## src/design/rx_framer_pkg.sv

```systemverilog
// shared constants and types for the receive decoder and framer selection block
package rx_framer_pkg;
	localparam int unsigned CHAR_BITS          = 10;
	localparam int unsigned SHIFT_BITS         = 2 * CHAR_BITS;
	localparam int unsigned MULTI_WINDOW_BITS  = 50;
	localparam int unsigned CONSEC_CHARS       = 4;
	localparam logic [3:0]  CHAR_LAST          = 4'h9;
	localparam logic [3:0]  CLK_FALL_CNT       = 4'h4;
	localparam logic [5:0]  PAIR_SPAN_MAX      = 6'(MULTI_WINDOW_BITS - CHAR_BITS);
	localparam logic [5:0]  CONSEC_SPAN        = 6'(CHAR_BITS - 1);
	localparam logic [5:0]  SPAN_SAT           = 6'h3f;
	localparam logic [1:0]  CONSEC_HITS_LAST   = 2'(CONSEC_CHARS - 1);
	localparam logic [3:0]  CFG_SETTLE_CYCLES  = 4'h8;
	localparam logic [9:0]  FRAME_FULL_NEG     = 10'h0fa;
	localparam logic [9:0]  FRAME_FULL_POS     = 10'h305;
	localparam logic [6:0]  FRAME_COMMA_NEG    = 7'h1f;
	localparam logic [6:0]  FRAME_COMMA_POS    = 7'h60;
	localparam logic [4:0]  K28_INDEX          = 5'h1c;
	localparam logic [2:0]  ST_DATA            = 3'h0;
	localparam logic [2:0]  ST_SPECIAL         = 3'h1;
	localparam logic [2:0]  ST_SPECIAL_ALT     = 3'h2;
	localparam logic [2:0]  ST_ERROR           = 3'h7;
	localparam int unsigned WORD_BITS          = 3 + CHAR_BITS;
	localparam int unsigned SYNC_BITS          = 12;

	typedef enum logic [1:0] {LVL_LOW, LVL_MID, LVL_HIGH} level_e;
endpackage

```

## src/design/rx_decode_framer_select.sv

```systemverilog
// receive decoder mode and character framer selection for one channel
`timescale 1ns/1ps
// Behaviour
// RL1 - decoder bypassed: raw 10-bit character delivered
// RL2 - bypass requires clock source select at middle
// RL3 - middle: decoder on, primary special table
// RL4 - high: decoder on, alternate special table
// RL5 - framer uses framing character, bonding mode
// RL6 - low: low-latency framer, realign every match
// RL7 - low-latency realign stretches character clock; code restarts the count at the match, cutting the current character short
// RL8 - middle: two matches, same boundary, 50 bits
// RL9 - high: four consecutive matches, same boundary
// RL10 - multi-byte framers keep character clock phase
// RL11 - selections static three-level, never toggled
// RL12 - source middle: clock out follows own rate
// RL13 - selections captured to stable two-bit codes
module rx_decode_framer_select
	import rx_framer_pkg::*;
(
	input  wire logic       clk_sys,
	input  wire logic       rst_n,
	input  wire logic       serial_bit_in,
	input  wire logic       serial_bit_toggle,
	input  wire logic [1:0] decoder_mode_select,
	input  wire logic [1:0] reframe_mode_select,
	input  wire logic [1:0] rx_clock_source_select,
	input  wire logic       rx_clock_rate_select,
	input  wire logic       framing_full_k,
	input  wire logic [1:0] bonding_mode,
	input  wire logic       rx_out_ready,
	output logic            rx_out_valid_q,
	output logic [9:0]      rx_char_q,
	output logic [2:0]      rx_status_q,
	output logic            rx_overrun_q,
	output logic            recovered_clock_out_q
);
	logic [SYNC_BITS-1:0]  sync1_q;
	logic [SYNC_BITS-1:0]  sync2_q;
	logic                  tog3_q;
	logic [3:0]            settle_q;
	logic                  cfg_done_q;
	level_e                dec_code_q;
	level_e                rf_code_q;
	level_e                src_code_q;
	logic                  rate_q;
	logic                  full_k_q;
	logic                  bonded_q;
	logic [SHIFT_BITS-1:0] sh_q;
	logic [SHIFT_BITS-1:0] sh_d;
	logic [3:0]            cnt_q;
	logic [3:0]            off_q;
	logic [3:0]            ref_off_q;
	logic [5:0]            span_q;
	logic [1:0]            hits_q;
	logic                  bit_arrive;
	logic                  match;
	logic                  ll_mode;
	logic                  ll_match;
	logic [3:0]            match_off;
	logic                  emit;
	logic [9:0]            emit_char;
	logic [5:0]            d6;
	logic [4:0]            d4;
	logic [2:0]            push_status;
	logic [9:0]            push_char;
	logic                  buf_ready_q;

	function automatic level_e level_of(input logic [1:0] pins);
		level_of = (pins == 2'b00) ? LVL_LOW : (pins == 2'b11) ? LVL_HIGH : LVL_MID;
	endfunction

	function automatic logic [5:0] dec6(input logic [5:0] c);
		dec6 = 6'h00;
		unique case (c)
			6'h27, 6'h18: dec6 = 6'h20;
			6'h1d, 6'h22: dec6 = 6'h21;
			6'h2d, 6'h12: dec6 = 6'h22;
			6'h31:        dec6 = 6'h23;
			6'h35, 6'h0a: dec6 = 6'h24;
			6'h29:        dec6 = 6'h25;
			6'h19:        dec6 = 6'h26;
			6'h38, 6'h07: dec6 = 6'h27;
			6'h39, 6'h06: dec6 = 6'h28;
			6'h25:        dec6 = 6'h29;
			6'h15:        dec6 = 6'h2a;
			6'h34:        dec6 = 6'h2b;
			6'h0d:        dec6 = 6'h2c;
			6'h2c:        dec6 = 6'h2d;
			6'h1c:        dec6 = 6'h2e;
			6'h17, 6'h28: dec6 = 6'h2f;
			6'h1b, 6'h24: dec6 = 6'h30;
			6'h23:        dec6 = 6'h31;
			6'h13:        dec6 = 6'h32;
			6'h32:        dec6 = 6'h33;
			6'h0b:        dec6 = 6'h34;
			6'h2a:        dec6 = 6'h35;
			6'h1a:        dec6 = 6'h36;
			6'h3a, 6'h05: dec6 = 6'h37;
			6'h33, 6'h0c: dec6 = 6'h38;
			6'h26:        dec6 = 6'h39;
			6'h16:        dec6 = 6'h3a;
			6'h36, 6'h09: dec6 = 6'h3b;
			6'h0e, 6'h0f, 6'h30: dec6 = 6'h3c;
			6'h2e, 6'h11: dec6 = 6'h3d;
			6'h1e, 6'h21: dec6 = 6'h3e;
			6'h2b, 6'h14: dec6 = 6'h3f;
			default:      dec6 = 6'h00;
		endcase
	endfunction

	function automatic logic [4:0] dec4(input logic [3:0] c);
		dec4 = 5'h00;
		unique case (c)
			4'hb, 4'h4: dec4 = 5'h08;
			4'h9:       dec4 = 5'h09;
			4'h5:       dec4 = 5'h0a;
			4'hc, 4'h3: dec4 = 5'h0b;
			4'hd, 4'h2: dec4 = 5'h0c;
			4'ha:       dec4 = 5'h0d;
			4'h6:       dec4 = 5'h0e;
			4'he, 4'h1: dec4 = 5'h0f;
			4'h7, 4'h8: dec4 = 5'h1f;
			default:    dec4 = 5'h00;
		endcase
	endfunction

	// pins pass two flops; the second stage feeds logic, and a third flop on the toggle (tog3_q) feeds the edge detect
	always_ff @(posedge clk_sys or negedge rst_n) begin
		if (!rst_n) begin
			sync1_q <= '0;
			sync2_q <= '0;
			tog3_q  <= 1'b0;
		end else begin
			sync1_q <= {serial_bit_in, serial_bit_toggle, decoder_mode_select, reframe_mode_select,
				rx_clock_source_select, rx_clock_rate_select, framing_full_k, bonding_mode};
			sync2_q <= sync1_q;
			tog3_q  <= sync2_q[10];
		end
	end

	// settings sampled once after reset and then held
	always_ff @(posedge clk_sys or negedge rst_n) begin
		if (!rst_n) begin
			settle_q   <= '0;
			cfg_done_q <= 1'b0;
			dec_code_q <= LVL_LOW;
			rf_code_q  <= LVL_LOW;
			src_code_q <= LVL_LOW;
			rate_q     <= 1'b0;
			full_k_q   <= 1'b0;
			bonded_q   <= 1'b0;
		end else if (!cfg_done_q) begin
			settle_q <= settle_q + 4'h1;
			if (settle_q == CFG_SETTLE_CYCLES) begin
				cfg_done_q <= 1'b1; // RL11
				dec_code_q <= level_of(sync2_q[9:8]); // RL13
				rf_code_q  <= level_of(sync2_q[7:6]); // RL13
				src_code_q <= level_of(sync2_q[5:4]); // RL13
				rate_q     <= sync2_q[3];
				full_k_q   <= sync2_q[2];
				bonded_q   <= |sync2_q[1:0];
			end
		end
	end

	assign bit_arrive = cfg_done_q & (sync2_q[10] ^ tog3_q);
	assign sh_d       = {sh_q[SHIFT_BITS-2:0], sync2_q[11]};
	// framing character: full pattern or comma prefix, either disparity
	assign match      = full_k_q ? (sh_d[9:0] == FRAME_FULL_NEG || sh_d[9:0] == FRAME_FULL_POS)
		: (sh_d[9:3] == FRAME_COMMA_NEG || sh_d[9:3] == FRAME_COMMA_POS); // RL5
	// bonded lanes must keep clock phase, so they never use the low-latency framer
	assign ll_mode    = (rf_code_q == LVL_LOW) && !bonded_q; // RL5
	assign ll_match   = bit_arrive & match & ll_mode; // RL6
	assign match_off  = CHAR_LAST - cnt_q;
	assign emit       = bit_arrive & ((cnt_q == CHAR_LAST) | ll_match);
	assign emit_char  = ll_match ? sh_d[9:0] : sh_d[off_q +: CHAR_BITS];

	always_ff @(posedge clk_sys or negedge rst_n) begin
		if (!rst_n) begin
			sh_q  <= '0;
			cnt_q <= '0;
		end else if (bit_arrive) begin
			sh_q <= sh_d;
			if (ll_match || cnt_q == CHAR_LAST) begin
				cnt_q <= '0; // RL7
			end else begin
				cnt_q <= cnt_q + 4'h1; // RL10
			end
		end
	end

	// boundary search for the multi-byte framers
	always_ff @(posedge clk_sys or negedge rst_n) begin
		if (!rst_n) begin
			off_q     <= '0;
			ref_off_q <= '0;
			span_q    <= '0;
			hits_q    <= '0;
		end else if (ll_match) begin
			off_q  <= '0; // RL6
			hits_q <= '0;
		end else if (bit_arrive && match && !ll_mode) begin
			if (rf_code_q == LVL_HIGH && hits_q != 2'h0 && match_off == ref_off_q && span_q == CONSEC_SPAN) begin
				span_q <= '0;
				hits_q <= (hits_q == CONSEC_HITS_LAST) ? 2'h0 : hits_q + 2'h1;
				if (hits_q == CONSEC_HITS_LAST) begin
					off_q <= match_off; // RL9
				end
			end else if (rf_code_q != LVL_HIGH && hits_q != 2'h0 && match_off == ref_off_q
				&& span_q < PAIR_SPAN_MAX) begin
				off_q  <= match_off; // RL8
				hits_q <= '0;
			end else begin
				ref_off_q <= match_off;
				span_q    <= '0;
				hits_q    <= 2'h1;
			end
		end else if (bit_arrive) begin
			span_q <= (span_q == SPAN_SAT) ? span_q : span_q + 6'h1;
			if (span_q >= ((rf_code_q == LVL_HIGH) ? CONSEC_SPAN : PAIR_SPAN_MAX)) begin
				hits_q <= '0;
			end
		end
	end

	// decoder path: bypass, primary or alternate special table
	assign d6 = dec6(emit_char[9:4]);
	assign d4 = dec4(emit_char[3:0]);

	always_comb begin
		push_char   = emit_char; // RL1
		push_status = ST_DATA;
		if (dec_code_q != LVL_LOW) begin
			push_char = {2'b00, d4[2:0], d6[4:0]};
			if (!d6[5] || !d4[3]) begin
				push_status = ST_ERROR;
			end else if (emit_char[9:4] == 6'h0f || emit_char[9:4] == 6'h30 || (d4[4]
				&& !(d6[4:0] == 5'h11 || d6[4:0] == 5'h12 || d6[4:0] == 5'h14))) begin
				push_status = (dec_code_q == LVL_HIGH) ? ST_SPECIAL_ALT : ST_SPECIAL; // RL3 RL4
				if (emit_char[9:4] == 6'h0f || emit_char[9:4] == 6'h30) begin
					push_char[4:0] = K28_INDEX;
				end
			end
		end
	end

	char_skid_buffer #(
		.WIDTH (WORD_BITS)
	) u_buf (
		.clk_sys     (clk_sys),
		.rst_n       (rst_n),
		.in_valid    (emit),
		.in_data     ({push_status, push_char}),
		.in_ready_q  (buf_ready_q),
		.out_valid_q (rx_out_valid_q),
		.out_data_q  ({rx_status_q, rx_char_q}),
		.out_ready   (rx_out_ready)
	);

	always_ff @(posedge clk_sys or negedge rst_n) begin
		if (!rst_n) begin
			rx_overrun_q <= 1'b0;
		end else begin
			rx_overrun_q <= emit & ~buf_ready_q;
		end
	end

	// character clock out: character rate or half of it
	always_ff @(posedge clk_sys or negedge rst_n) begin
		if (!rst_n) begin
			recovered_clock_out_q <= 1'b0;
		end else if (src_code_q != LVL_MID) begin
			recovered_clock_out_q <= 1'b0; // RL2
		end else if (emit) begin
			recovered_clock_out_q <= rate_q ? ~recovered_clock_out_q : 1'b1; // RL12
		end else if (bit_arrive && !rate_q && cnt_q == CLK_FALL_CNT) begin
			recovered_clock_out_q <= 1'b0; // RL12
		end
	end
endmodule

```

## src/design/char_skid_buffer.sv

```systemverilog
// two-entry buffer with valid and ready on both sides, all outputs registered
`timescale 1ns/1ps
module char_skid_buffer #(
	parameter int unsigned WIDTH = 8
) (
	input  wire logic             clk_sys,
	input  wire logic             rst_n,
	input  wire logic             in_valid,
	input  wire logic [WIDTH-1:0] in_data,
	output logic                  in_ready_q,
	output logic                  out_valid_q,
	output logic      [WIDTH-1:0] out_data_q,
	input  wire logic             out_ready
);
	logic             skid_valid_q;
	logic [WIDTH-1:0] skid_q;
	logic             push;
	logic             main_free;

	assign push      = in_valid & in_ready_q;
	assign main_free = ~out_valid_q | out_ready;

	always_ff @(posedge clk_sys or negedge rst_n) begin
		if (!rst_n) begin
			out_valid_q <= 1'b0;
			out_data_q  <= '0;
		end else if (main_free) begin
			if (skid_valid_q) begin
				out_valid_q <= 1'b1;
				out_data_q  <= skid_q;
			end else begin
				out_valid_q <= push;
				if (push) begin
					out_data_q <= in_data;
				end
			end
		end
	end

	always_ff @(posedge clk_sys or negedge rst_n) begin
		if (!rst_n) begin
			skid_valid_q <= 1'b0;
			skid_q       <= '0;
			in_ready_q   <= 1'b1;
		end else if (push && !main_free) begin
			skid_valid_q <= 1'b1;
			skid_q       <= in_data;
			in_ready_q   <= 1'b0;
		end else if (skid_valid_q && main_free) begin
			skid_valid_q <= 1'b0;
			in_ready_q   <= 1'b1;
		end
	end
endmodule

```

## config.mk

```make
export PLATFORM = sky130hd
export DESIGN_NAME = rx_decode_framer_select
export DESIGN_NICKNAME = d
export VERILOG_FILES = /design/src/design/rx_framer_pkg.sv /design/src/design/rx_decode_framer_select.sv /design/src/design/char_skid_buffer.sv
export SDC_FILE = /design/constraint.sdc
export NUM_CORES = 1
export LEC_CHECK = 0
export ABC_CLOCK_PERIOD_IN_PS = 4300
export BUFFER_PORTS_ARGS = -buffer_cell sky130_fd_sc_hd__buf_2
export CELL_PAD_IN_SITES_DETAIL_PLACEMENT = 1
export CELL_PAD_IN_SITES_GLOBAL_PLACEMENT = 1
export CORE_MARGIN = 2
export CORE_UTILIZATION = 44
export DETAILED_ROUTE_END_ITERATION = 6
export GPL_TIMING_DRIVEN = 0
export PLACE_DENSITY_LB_ADDON = 0.1
export SYNTH_ARGS = -nofsm -noshare
export SYNTH_HDL_FRONTEND = slang
export SYNTH_SLANG_ARGS = --single-unit
export TNS_END_PERCENT = 10
```

## constraint.sdc

```tcl
create_clock -name clk_sys -period 4.3 [get_ports clk_sys]
set_input_delay 0.43 -clock clk_sys [delete_from_list [all_inputs] [get_ports clk_sys]]
set_output_delay 0.43 -clock clk_sys [all_outputs]
set_load 0.05 [all_outputs]
```

==> results of run 1 <==
## cell usage after synthesis, types with 6 or more instances
library cell  number
buf_1              6
nand2b_1           7
a21oi_1           42
mux2_2            29
clkbuf_1          14
dfrtp_1          108
and3_1            12
a22o_1             7
a22oi_1            7
mux4_2            15
nor2_1            52
buf_2              6
o21ai_0           43
o21ai_1            7
nor3_1            11
nand2_1           67
inv_1             25
and2_1             6
a211oi_1           7
ha_1              25
nand3_1           17
a31oi_1            7
xor2_1             6
xnor2_1            8
mux2i_1           21
## logic make-up after synthesis
kind of cell / count (synthesis) / share of synthesized area
buf+inv: 60 / 0.0418
flops: 109 / 0.417
simple gates: 208 / 0.153
compound gates: 181 / 0.189
mux: 65 / 0.134
fa+ha+maj: 25 / 0.0478
xor+xnor: 14 / 0.0187
## where the power goes
part / switching [W] / internal [W] / total [W]
combinational: 0.00109 / 0.000810 / 0.00190
sequential: 0.000229 / 0.00118 / 0.00141
clock: 0.000401 / 0.000403 / 0.000804
## metal layers
layer / GRT usage / vias up
li1: - / 2531
met1: 0.326 / 2746
met2: 0.407 / 99
met3: 0.0399 / 28
met4: 0.0608 / 0
met5: 0 / -
## per-stage QoR
step / power (W) / std cells / TNS (ps) / hold slack, ps / utilization
CTS: 0.00405 / 902 / -23.0 / 148 / 0.516
global placement: 0.00302 / 876 / -2560 / 332 / 0.477
floorplan: 0.00256 / 662 / 0 / 134 / -
detailed placement: 0.00308 / 877 / -4190 / 336 / 0.479
finish: 0.00411 / 907 / 0 / 132 / 0.521
global route: 0.00437 / 907 / -1060 / 162 / 0.521
## flip-flops by register name (all words and copies together), names as in the netlist, 2 cells and up
signal and count:
span_q 6, off_q 4, hits_q 2, ref_off_q 4, dec_code_q 2, sync2_q 12, sh_q 19, u_buf.skid_q 13
cnt_q 4, settle_q 4, src_code_q 2, u_buf.out_data_q 13, rf_code_q 2, sync1_q 12
## layout make-up
type,instances,area [um^2],share of cell area
Multi-Input combinational cell,493,3740,0.495
Sequential cell,109,2730,0.361
Timing Repair Buffer,48,308,0.0407
Tap cell,184,230,0.0304
Clock buffer,9,225,0.0298
Buffer,31,171,0.0227
Inverter,26,97.6,0.0129
Clock inverter,7,57.6,0.00761
## critical path: stages, from the launching register on
cell	delay, ps
dfrtp_1	400
or3b_4	420
a2111o_1	470
a211o_1	310
buf_6	150
nand2_4	90
inv_2	80
ha_4	190
or2_4	280
buf_4	150
o211ai_1	110
a31oi_2	130
o31a_1	340
or3_4	360
a21oi_4	160
o21ai_2	90
a311oi_2	290
o31ai_1	130
## path summary, 6_finish.rpt
path	from	endpoint	slack (ps)	cells past startpoint
setup / recovery	sync2_q[11]	u_buf.skid_q[11]	8	17
hold / removal	rst_n	sync2_q[8]	130	1
setup reg to reg	sync2_q[11]	u_buf.skid_q[11]	8	17
hold reg to reg	sync1_q[6]	sync2_q[6]	350	0
max in group asynchronous	rst_n	sh_q[5]	3430	2
min in group clk_sys	bonding_mode[1]	sync1_q[1]	170	1
## repair_timing
| item | 4_1_cts | 5_1_grt |
|---|---|---|
| endpoints found under the setup margin | 15 | 16 |
| setup buffers | 12 | 5 |
| resized for setup | 38 | 5 |
| pin swaps | 11 | 9 |
==> impl_metrics.ini, run 1 <==
[synth]
synth_warnings = 0
yosys.area.top_type = dfrtp_1
synth_flop_cell = dfrtp_1
synth_top_area_frac = 0.413
synth_area_um2 = 6550
synthArstFlopShare = 1.00
synth_seq_cells = 109
synth.distinct_cells = 74
seq_area_frac_synth = 0.417
syn_nets = 702
synth_area_per_cell_um2 = 9.89
syn_inst = 662
synth_area_leaders = dfrtp_1, mux4_2, mux2_2
synth-edff-count = 0

[run_status]
status = completed

[drt]
wl_per_cell_um = 20.6
drt_pass1_iterations = 4
drc = 0
detail_route.vias_per_cell = 5.96
dr.max_layer_used = met4
dr_wl_met3_um = 574
wl_met2_um = 9100
routed-via-count = 5404
drtIter0Drc = 292
wirelength_met1_um = 8660
ant_nets = 0
wl_um = 18700

[min_path]
hp-class = in2async

[floorplanning]
die-area_um2 = 15900
core_area_um2 = 14500
start_util = 0.451
rows = 44
die_y_um = 126
die_w_um = 126
pin_count = 31

[layout]
final_cell_area_um2 = 7570
drive_gt1_frac = 0.234
final_net_count = 758
mostFrequentLayoutCells = dfrtp_1, nand2_1, nor2_1
final_common_cell = dfrtp_1
num-fill-cells = 1630
diodes = 0
areaGrowthSynthToFinish_pct = 15.5

[clock_tree]
clk_latency_ps = 360
clock-root-buffer = clkbuf_16
clkTransAtPathRegs_ps = 70
cts_tree = yes
cts_sinks = 109
h-tree-depth = 3
cts.hold.buffers_added = 0
cts_buffer_depth = 2
cts_made_buffers = 9

[sta]
worst_slew_pin_slew_ps = 789
skew_ps = 10.9
setup_violations = 0
finalMaxSlewViolations = 0
period_minus_slack_ps = 4290
final-hold-violation-count = 0
post-route-period-util = 0.998
fin_ws_ps = 7.97
fmax_ghz = 0.233
maxSlewHeadroom = 0.470
rsz0062_at_grt = true

[placed_design]
io_buffers = 30
gp_congestion = 0.912
dp_slack_ps = -656
dp_hpwl_um = 13800
dpl_cell_area_um2 = 6960

[global_route]
antenna_found_initial = 0
grt_usage = 0.241
grt_pass1_wl_um = 30700
grt_max_degree = 56
grt_pass1_vias = 5668
grt_overflow = 0

[critical_path]
crit_path_start_kind = register
cp.required_ps = 4520
crit_type = reg2reg
cp-end-kind = register
worst_ep_arrival_time_ps = 4510
cp_max_fo = 6

[power_and_ir_drop]
total_leakage_power_nw = 3.26
irDropWorstVdd_v = 0.000353
power_density_nw_per_um2 = 543

[job]
maxCapViolations = 0
Power figures use the tool's default switching activity.
==> inputs of run 2 (changes only) <==
Settings changed: CELL_PAD_IN_SITES_DETAIL_PLACEMENT 1 to unset, CELL_PAD_IN_SITES_GLOBAL_PLACEMENT 1 to unset, CORE_UTILIZATION 44 to 56, PLACE_DENSITY set to 0.77, PLACE_DENSITY_LB_ADDON 0.1 to unset.
==> run 2 against run 1 <==
Register-to-register slack improved by 70 ps; design area is 0.12% higher; first-iteration DRC count rose by 100%; worst hold slack worse by 110 ps; power rose by 1.4%; global-route usage is 2.2 points higher; sequential share of layout area about the same; final cell count down 4.3%; core utilization up 14 points; sequential power hardly changed; clock power is 12% higher; critical endpoint is now u_buf.out_data_q[11]; largest power group unchanged.
==> impl_metrics.ini, run 2 (same netlist as run 1, synthesis figures left out) <==
[layout]
largest_reg_flops = 19
diodes = 0
reg_top3 = sh_q (19), u_buf.out_data_q (13), u_buf.skid_q (13)
fin_util = 0.663
final_net_count = 760
drive_gt1_frac = 0.246
final_common_cell = dfrtp_1
final_cells = 868
mostFrequentLayoutCells = dfrtp_1, nand2_1, nor2_1
top_register = sh_q
areaGrowthSynthToFinish_pct = 15.6
num-fill-cells = 918

[clock_tree]
h-tree-depth = 3
cts_sinks = 109
clk_latency_ps = 360
cts_made_buffers = 9
clkTransAtPathRegs_ps = 70
clock-root-buffer = clkbuf_16
cts_tree = yes
cts.hold.buffers_added = 0
cts_buffer_depth = 2

[global_route]
grt_pass1_wl_um = 26600
grt_max_degree = 77
grt_usage = 0.263
grt_pass1_vias = 5404
grt_overflow = 0
antenna_found_initial = 0

[drt]
ant_nets = 0
wirelength_met1_um = 6860
dr.max_layer_used = met4
wl_um = 15900
routed-via-count = 5446
wl_met2_um = 7710
drt_pass1_iterations = 5
drtIter0Drc = 590
wl_per_cell_um = 18.3
dr_wl_met3_um = 929
detail_route.vias_per_cell = 6.27
drc = 0

[critical_path]
rr_worst_depth = 18
worst_ep_arrival_time_ps = 4470
cp-end-kind = register
crit_type = reg2reg
cp_max_fo = 10
rrSetupSlack_ps = 80
crit_path_start_kind = register
cp.required_ps = 4560

[sta]
fmax_ghz = 0.237
maxSlewHeadroom = 0.478
worst_slew_pin_slew_ps = 777
whs_ps = 17.4
finalMaxSlewViolations = 0
skew_ps = 9.19
rsz0062_at_grt = true
period_minus_slack_ps = 4220
post-route-period-util = 0.981
final-hold-violation-count = 0
setup_violations = 0

[floorplanning]
core_area_um2 = 11400
rows = 39
die_y_um = 112
die_w_um = 112
pin_count = 31
start_util = 0.574
die-area_um2 = 12600

[job]
maxCapViolations = 0

[power_and_ir_drop]
power_density_nw_per_um2 = 550
internal_power_w = 0.00254
pwr-share-comb = 0.450
total_leakage_power_nw = 3.31
irDropWorstVdd_v = 0.000451
p_seq_frac = 0.333
power_frac_clock = 0.216
switchingPower_w = 0.00163
swShare = 0.391

[placed_design]
gp_congestion = 0.992
dp_hpwl_um = 11400
io_buffers = 30
place_inst = 836

[min_path]
hp-class = in2async

[run_status]
status = completed
run 2: path summary, 6_finish.rpt:
| check | end | start |
|---|---|---|
| hold / removal | span_q[3] | rst_n |
| hold reg to reg | sync2_q[11] | sync1_q[11] |
| min in group clk_sys | sync1_q[0] | bonding_mode[0] |
| setup / recovery | u_buf.out_data_q[11] | sync2_q[11] |
| max in group asynchronous | sh_q[1] | rst_n |
| setup reg to reg | u_buf.out_data_q[11] | sync2_q[11] |
run 2: what timing repair did:
item	4_1_cts	5_1_grt
pin swaps	7	14
endpoints found under the setup margin	6	16
setup buffers	12	7
resized for setup	27	20
run 2: per-stage QoR:
| step | worst slack (ps) | power, W | setup TNS (ps) | instance area, um^2 |
|---|---|---|---|---|
| final | 82.2 | 0.00417 | 0 | 7570 |
| after floorplan | 5.15 | 0.00256 | 0 | 6550 |
| after global routing | -51.5 | 0.00440 | -92.3 | 7570 |
| after global placement | -509 | 0.00296 | -1960 | 6880 |
| after detailed placement | -516 | 0.00300 | -1990 | 6910 |
| after CTS | 17.3 | 0.00400 | 0 | 7420 |
run 2: layout make-up:
| type | count | area (um^2) | area share |
|---|---|---|---|
| Clock inverter | 6 | 92.6 | 0.0122 |
| Inverter | 26 | 103 | 0.0135 |
| Tap cell | 143 | 179 | 0.0236 |
| Multi-Input combinational cell | 493 | 3720 | 0.491 |
| Clock buffer | 10 | 239 | 0.0315 |
| Buffer | 31 | 171 | 0.0226 |
| Timing Repair Buffer | 50 | 335 | 0.0443 |
| Sequential cell | 109 | 2730 | 0.361 |
run 2: per-layer routing:
metal  vias up  GRT usage
met4         0     0.0837
met5         -          0
li1       2533          -
met3        41     0.0583
met2       186      0.433
met1      2686      0.350
run 2: critical path, cell delays in order, from the launching register on:
cell	delay (ps)
dfrtp_1	420
or3b_4	420
a2111o_1	410
buf_4	160
a21o_1	220
buf_6	180
nand2_2	110
nand2_8	80
inv_4	80
ha_4	170
or2_4	190
a21oi_1	90
or3_1	390
o211a_1	250
o41ai_4	330
nor2_1	90
o21ai_2	80
a311oi_2	130
o41ai_2	310
run 2: power by group through the flow:
stage | combinational [W] | clock (W) | sequential (W)
2_1_floorplan | 0.00122 | 0 | 0.00134
3_3_place_gp | 0.00157 | 0 | 0.00139
3_5_place_dp | 0.00160 | 0 | 0.00140
4_1_cts | 0.00170 | 0.000918 | 0.00138
5_1_grt | 0.00203 | 0.000955 | 0.00142
6_report | 0.00188 | 0.000901 | 0.00139
==> inputs of run 3 (changes only) <==
Settings changed: MAX_ROUTING_LAYER set to met4, PLACE_DENSITY 0.77 to 0.83.
==> run 3 against run 2 <==
Design area is 0.21% lower; combinational power about the same; clock skew hardly changed; sequential power about the same; largest power group unchanged.
==> impl_metrics.ini, run 3 (same netlist as run 1, synthesis figures left out) <==
[run_status]
status = completed

[layout]
final_cells = 863
reg_top3 = sh_q (19), u_buf.out_data_q (13), u_buf.skid_q (13)
final_net_count = 755
top_register = sh_q
fin_util = 0.662
mostFrequentLayoutCells = dfrtp_1, nand2_1, nor2_1
largest_reg_flops = 19
final_common_cell = dfrtp_1
diodes = 0
areaGrowthSynthToFinish_pct = 15.4
drive_gt1_frac = 0.240

[placed_design]
dp_hpwl_um = 11900
dp_slack_ps = -528
place_inst = 836
gp_congestion = 1.01
io_buffers = 30

[critical_path]
crit_path_start_kind = register
cp-end-kind = register
cp_max_fo = 8
worst_ep_arrival_time_ps = 4450
rr_worst_depth = 17
cp.required_ps = 4520
crit_type = reg2reg

[sta]
worst_slew_pin_slew_ps = 871
fin_ws_ps = 68.1
post-route-period-util = 0.984
fmax_ghz = 0.236
fin_tns_setup_ps = 0
final-hold-violation-count = 0
maxSlewHeadroom = 0.415
finalMaxSlewViolations = 0
skew_ps = 8.76
period_minus_slack_ps = 4230
setup_violations = 0

[global_route]
grt_usage = 0.286
grt_max_degree = 64
antenna_found_initial = 0
grt_pass1_vias = 5557
grt_pass1_wl_um = 27900
grt_overflow = 0

[power_and_ir_drop]
pwr-share-comb = 0.446
total_power_w = 0.00414
power_frac_clock = 0.216
irDropWorstVdd_v = 0.000423
swShare = 0.412
total_leakage_power_nw = 3.26
power_density_nw_per_um2 = 548
internal_power_w = 0.00244
switchingPower_w = 0.00170
p_seq_frac = 0.338

[clock_tree]
clk_latency_ps = 360
cts.hold.buffers_added = 0
clkTransAtPathRegs_ps = 80
cts_made_buffers = 9
clock-root-buffer = clkbuf_16
cts_buffer_depth = 2
cts_sinks = 109
h-tree-depth = 3
cts_tree = yes

[drt]
wl_per_cell_um = 20.0
drtIter0Drc = 592
detail_route.vias_per_cell = 6.51
wl_um = 17200
drt_pass1_iterations = 5
routed-via-count = 5621
drc = 0
ant_nets = 0

[floorplanning]
die_w_um = 112
core_area_um2 = 11400
die-area_um2 = 12600
die_y_um = 112
rows = 39
start_util = 0.574
pin_count = 31

[job]
maxCapViolations = 0

[min_path]
hp-class = in2async
run 3: changes by cell type in the layout (fill, tap and decap cells not counted), sizes merged:
cell,change
bufinv,-1
clkbuf,-1
clkinv,+2
buf,-5
run 3: power by group through the flow:
stage	Combinational [W]	Clock [W]	Sequential, W
5_1_grt	0.00199	0.000939	0.00142
3_5_place_dp	0.00161	0	0.00141
3_3_place_gp	0.00156	0	0.00139
4_1_cts	0.00174	0.000898	0.00139
2_1_floorplan	0.00122	0	0.00134
6_report	0.00185	0.000894	0.00140
run 3: stage by stage:
step / hold WS (ps) / instance area, um^2
floorplan: 134 / 6550
global placement: 333 / 6880
detailed placement: 336 / 6910
CTS: 98.0 / 7440
global route: 138 / 7560
finish: 81.4 / 7560
run 3: worst max-delay path: stages (launching register included):
cell	delay (ps)
dfrtp_2	410
or4_4	540
a211o_1	310
a211o_1	370
buf_6	170
nand2_8	70
inv_2	70
ha_4	180
or2_4	300
a21oi_2	120
a21oi_1	70
and3_1	200
o31a_1	290
or3_4	400
a21oi_2	150
o21ai_2	80
a311oi_2	260
o31ai_1	100
run 3: area by class of cell:
class                           instances  area, um^2
Timing Repair Buffer                   45         285
Clock buffer                            9         225
Multi-Input combinational cell        493        3760
Fill cell                             853        3860
Buffer                                 31         171
Sequential cell                       109        2730
Clock inverter                          7         104
Inverter                               26         100
Tap cell                              143         179
run 3: worst paths after layout:
kind / from / endpoint / slack, ps
max in group asynchronous: rst_n / sh_q[4] / 3510
min in group clk_sys: decoder_mode_select[0] / sync1_q[8] / 170
min reg2reg: sync1_q[5] / sync2_q[5] / 350
min: rst_n / span_q[3] / 80
max reg2reg: sh_q[3] / u_buf.skid_q[11] / 70
max: sh_q[3] / u_buf.skid_q[11] / 70
run 3: repair_timing:
item / 4_1_cts / 5_1_grt
hold endpoints to repair: 0 / 0
resized for setup: 31 / 19
pin swaps: 7 / 14
setup buffers: 10 / 4
endpoints found under the setup margin: 7 / 16
run 3: metal layers:
| layer | vias to the layer above | share of wire | GRT usage | wire, um |
|---|---|---|---|---|
| li1 | 2526 | - | - | - |
| met1 | 2737 | 0.40 | 0.346 | 6890 |
| met2 | 291 | 0.50 | 0.475 | 8590 |
| met3 | 67 | 0.064 | 0.0513 | 1100 |
| met4 | 0 | 0.037 | 0.118 | 639 |
| met5 | - | 0 | - | 0 |
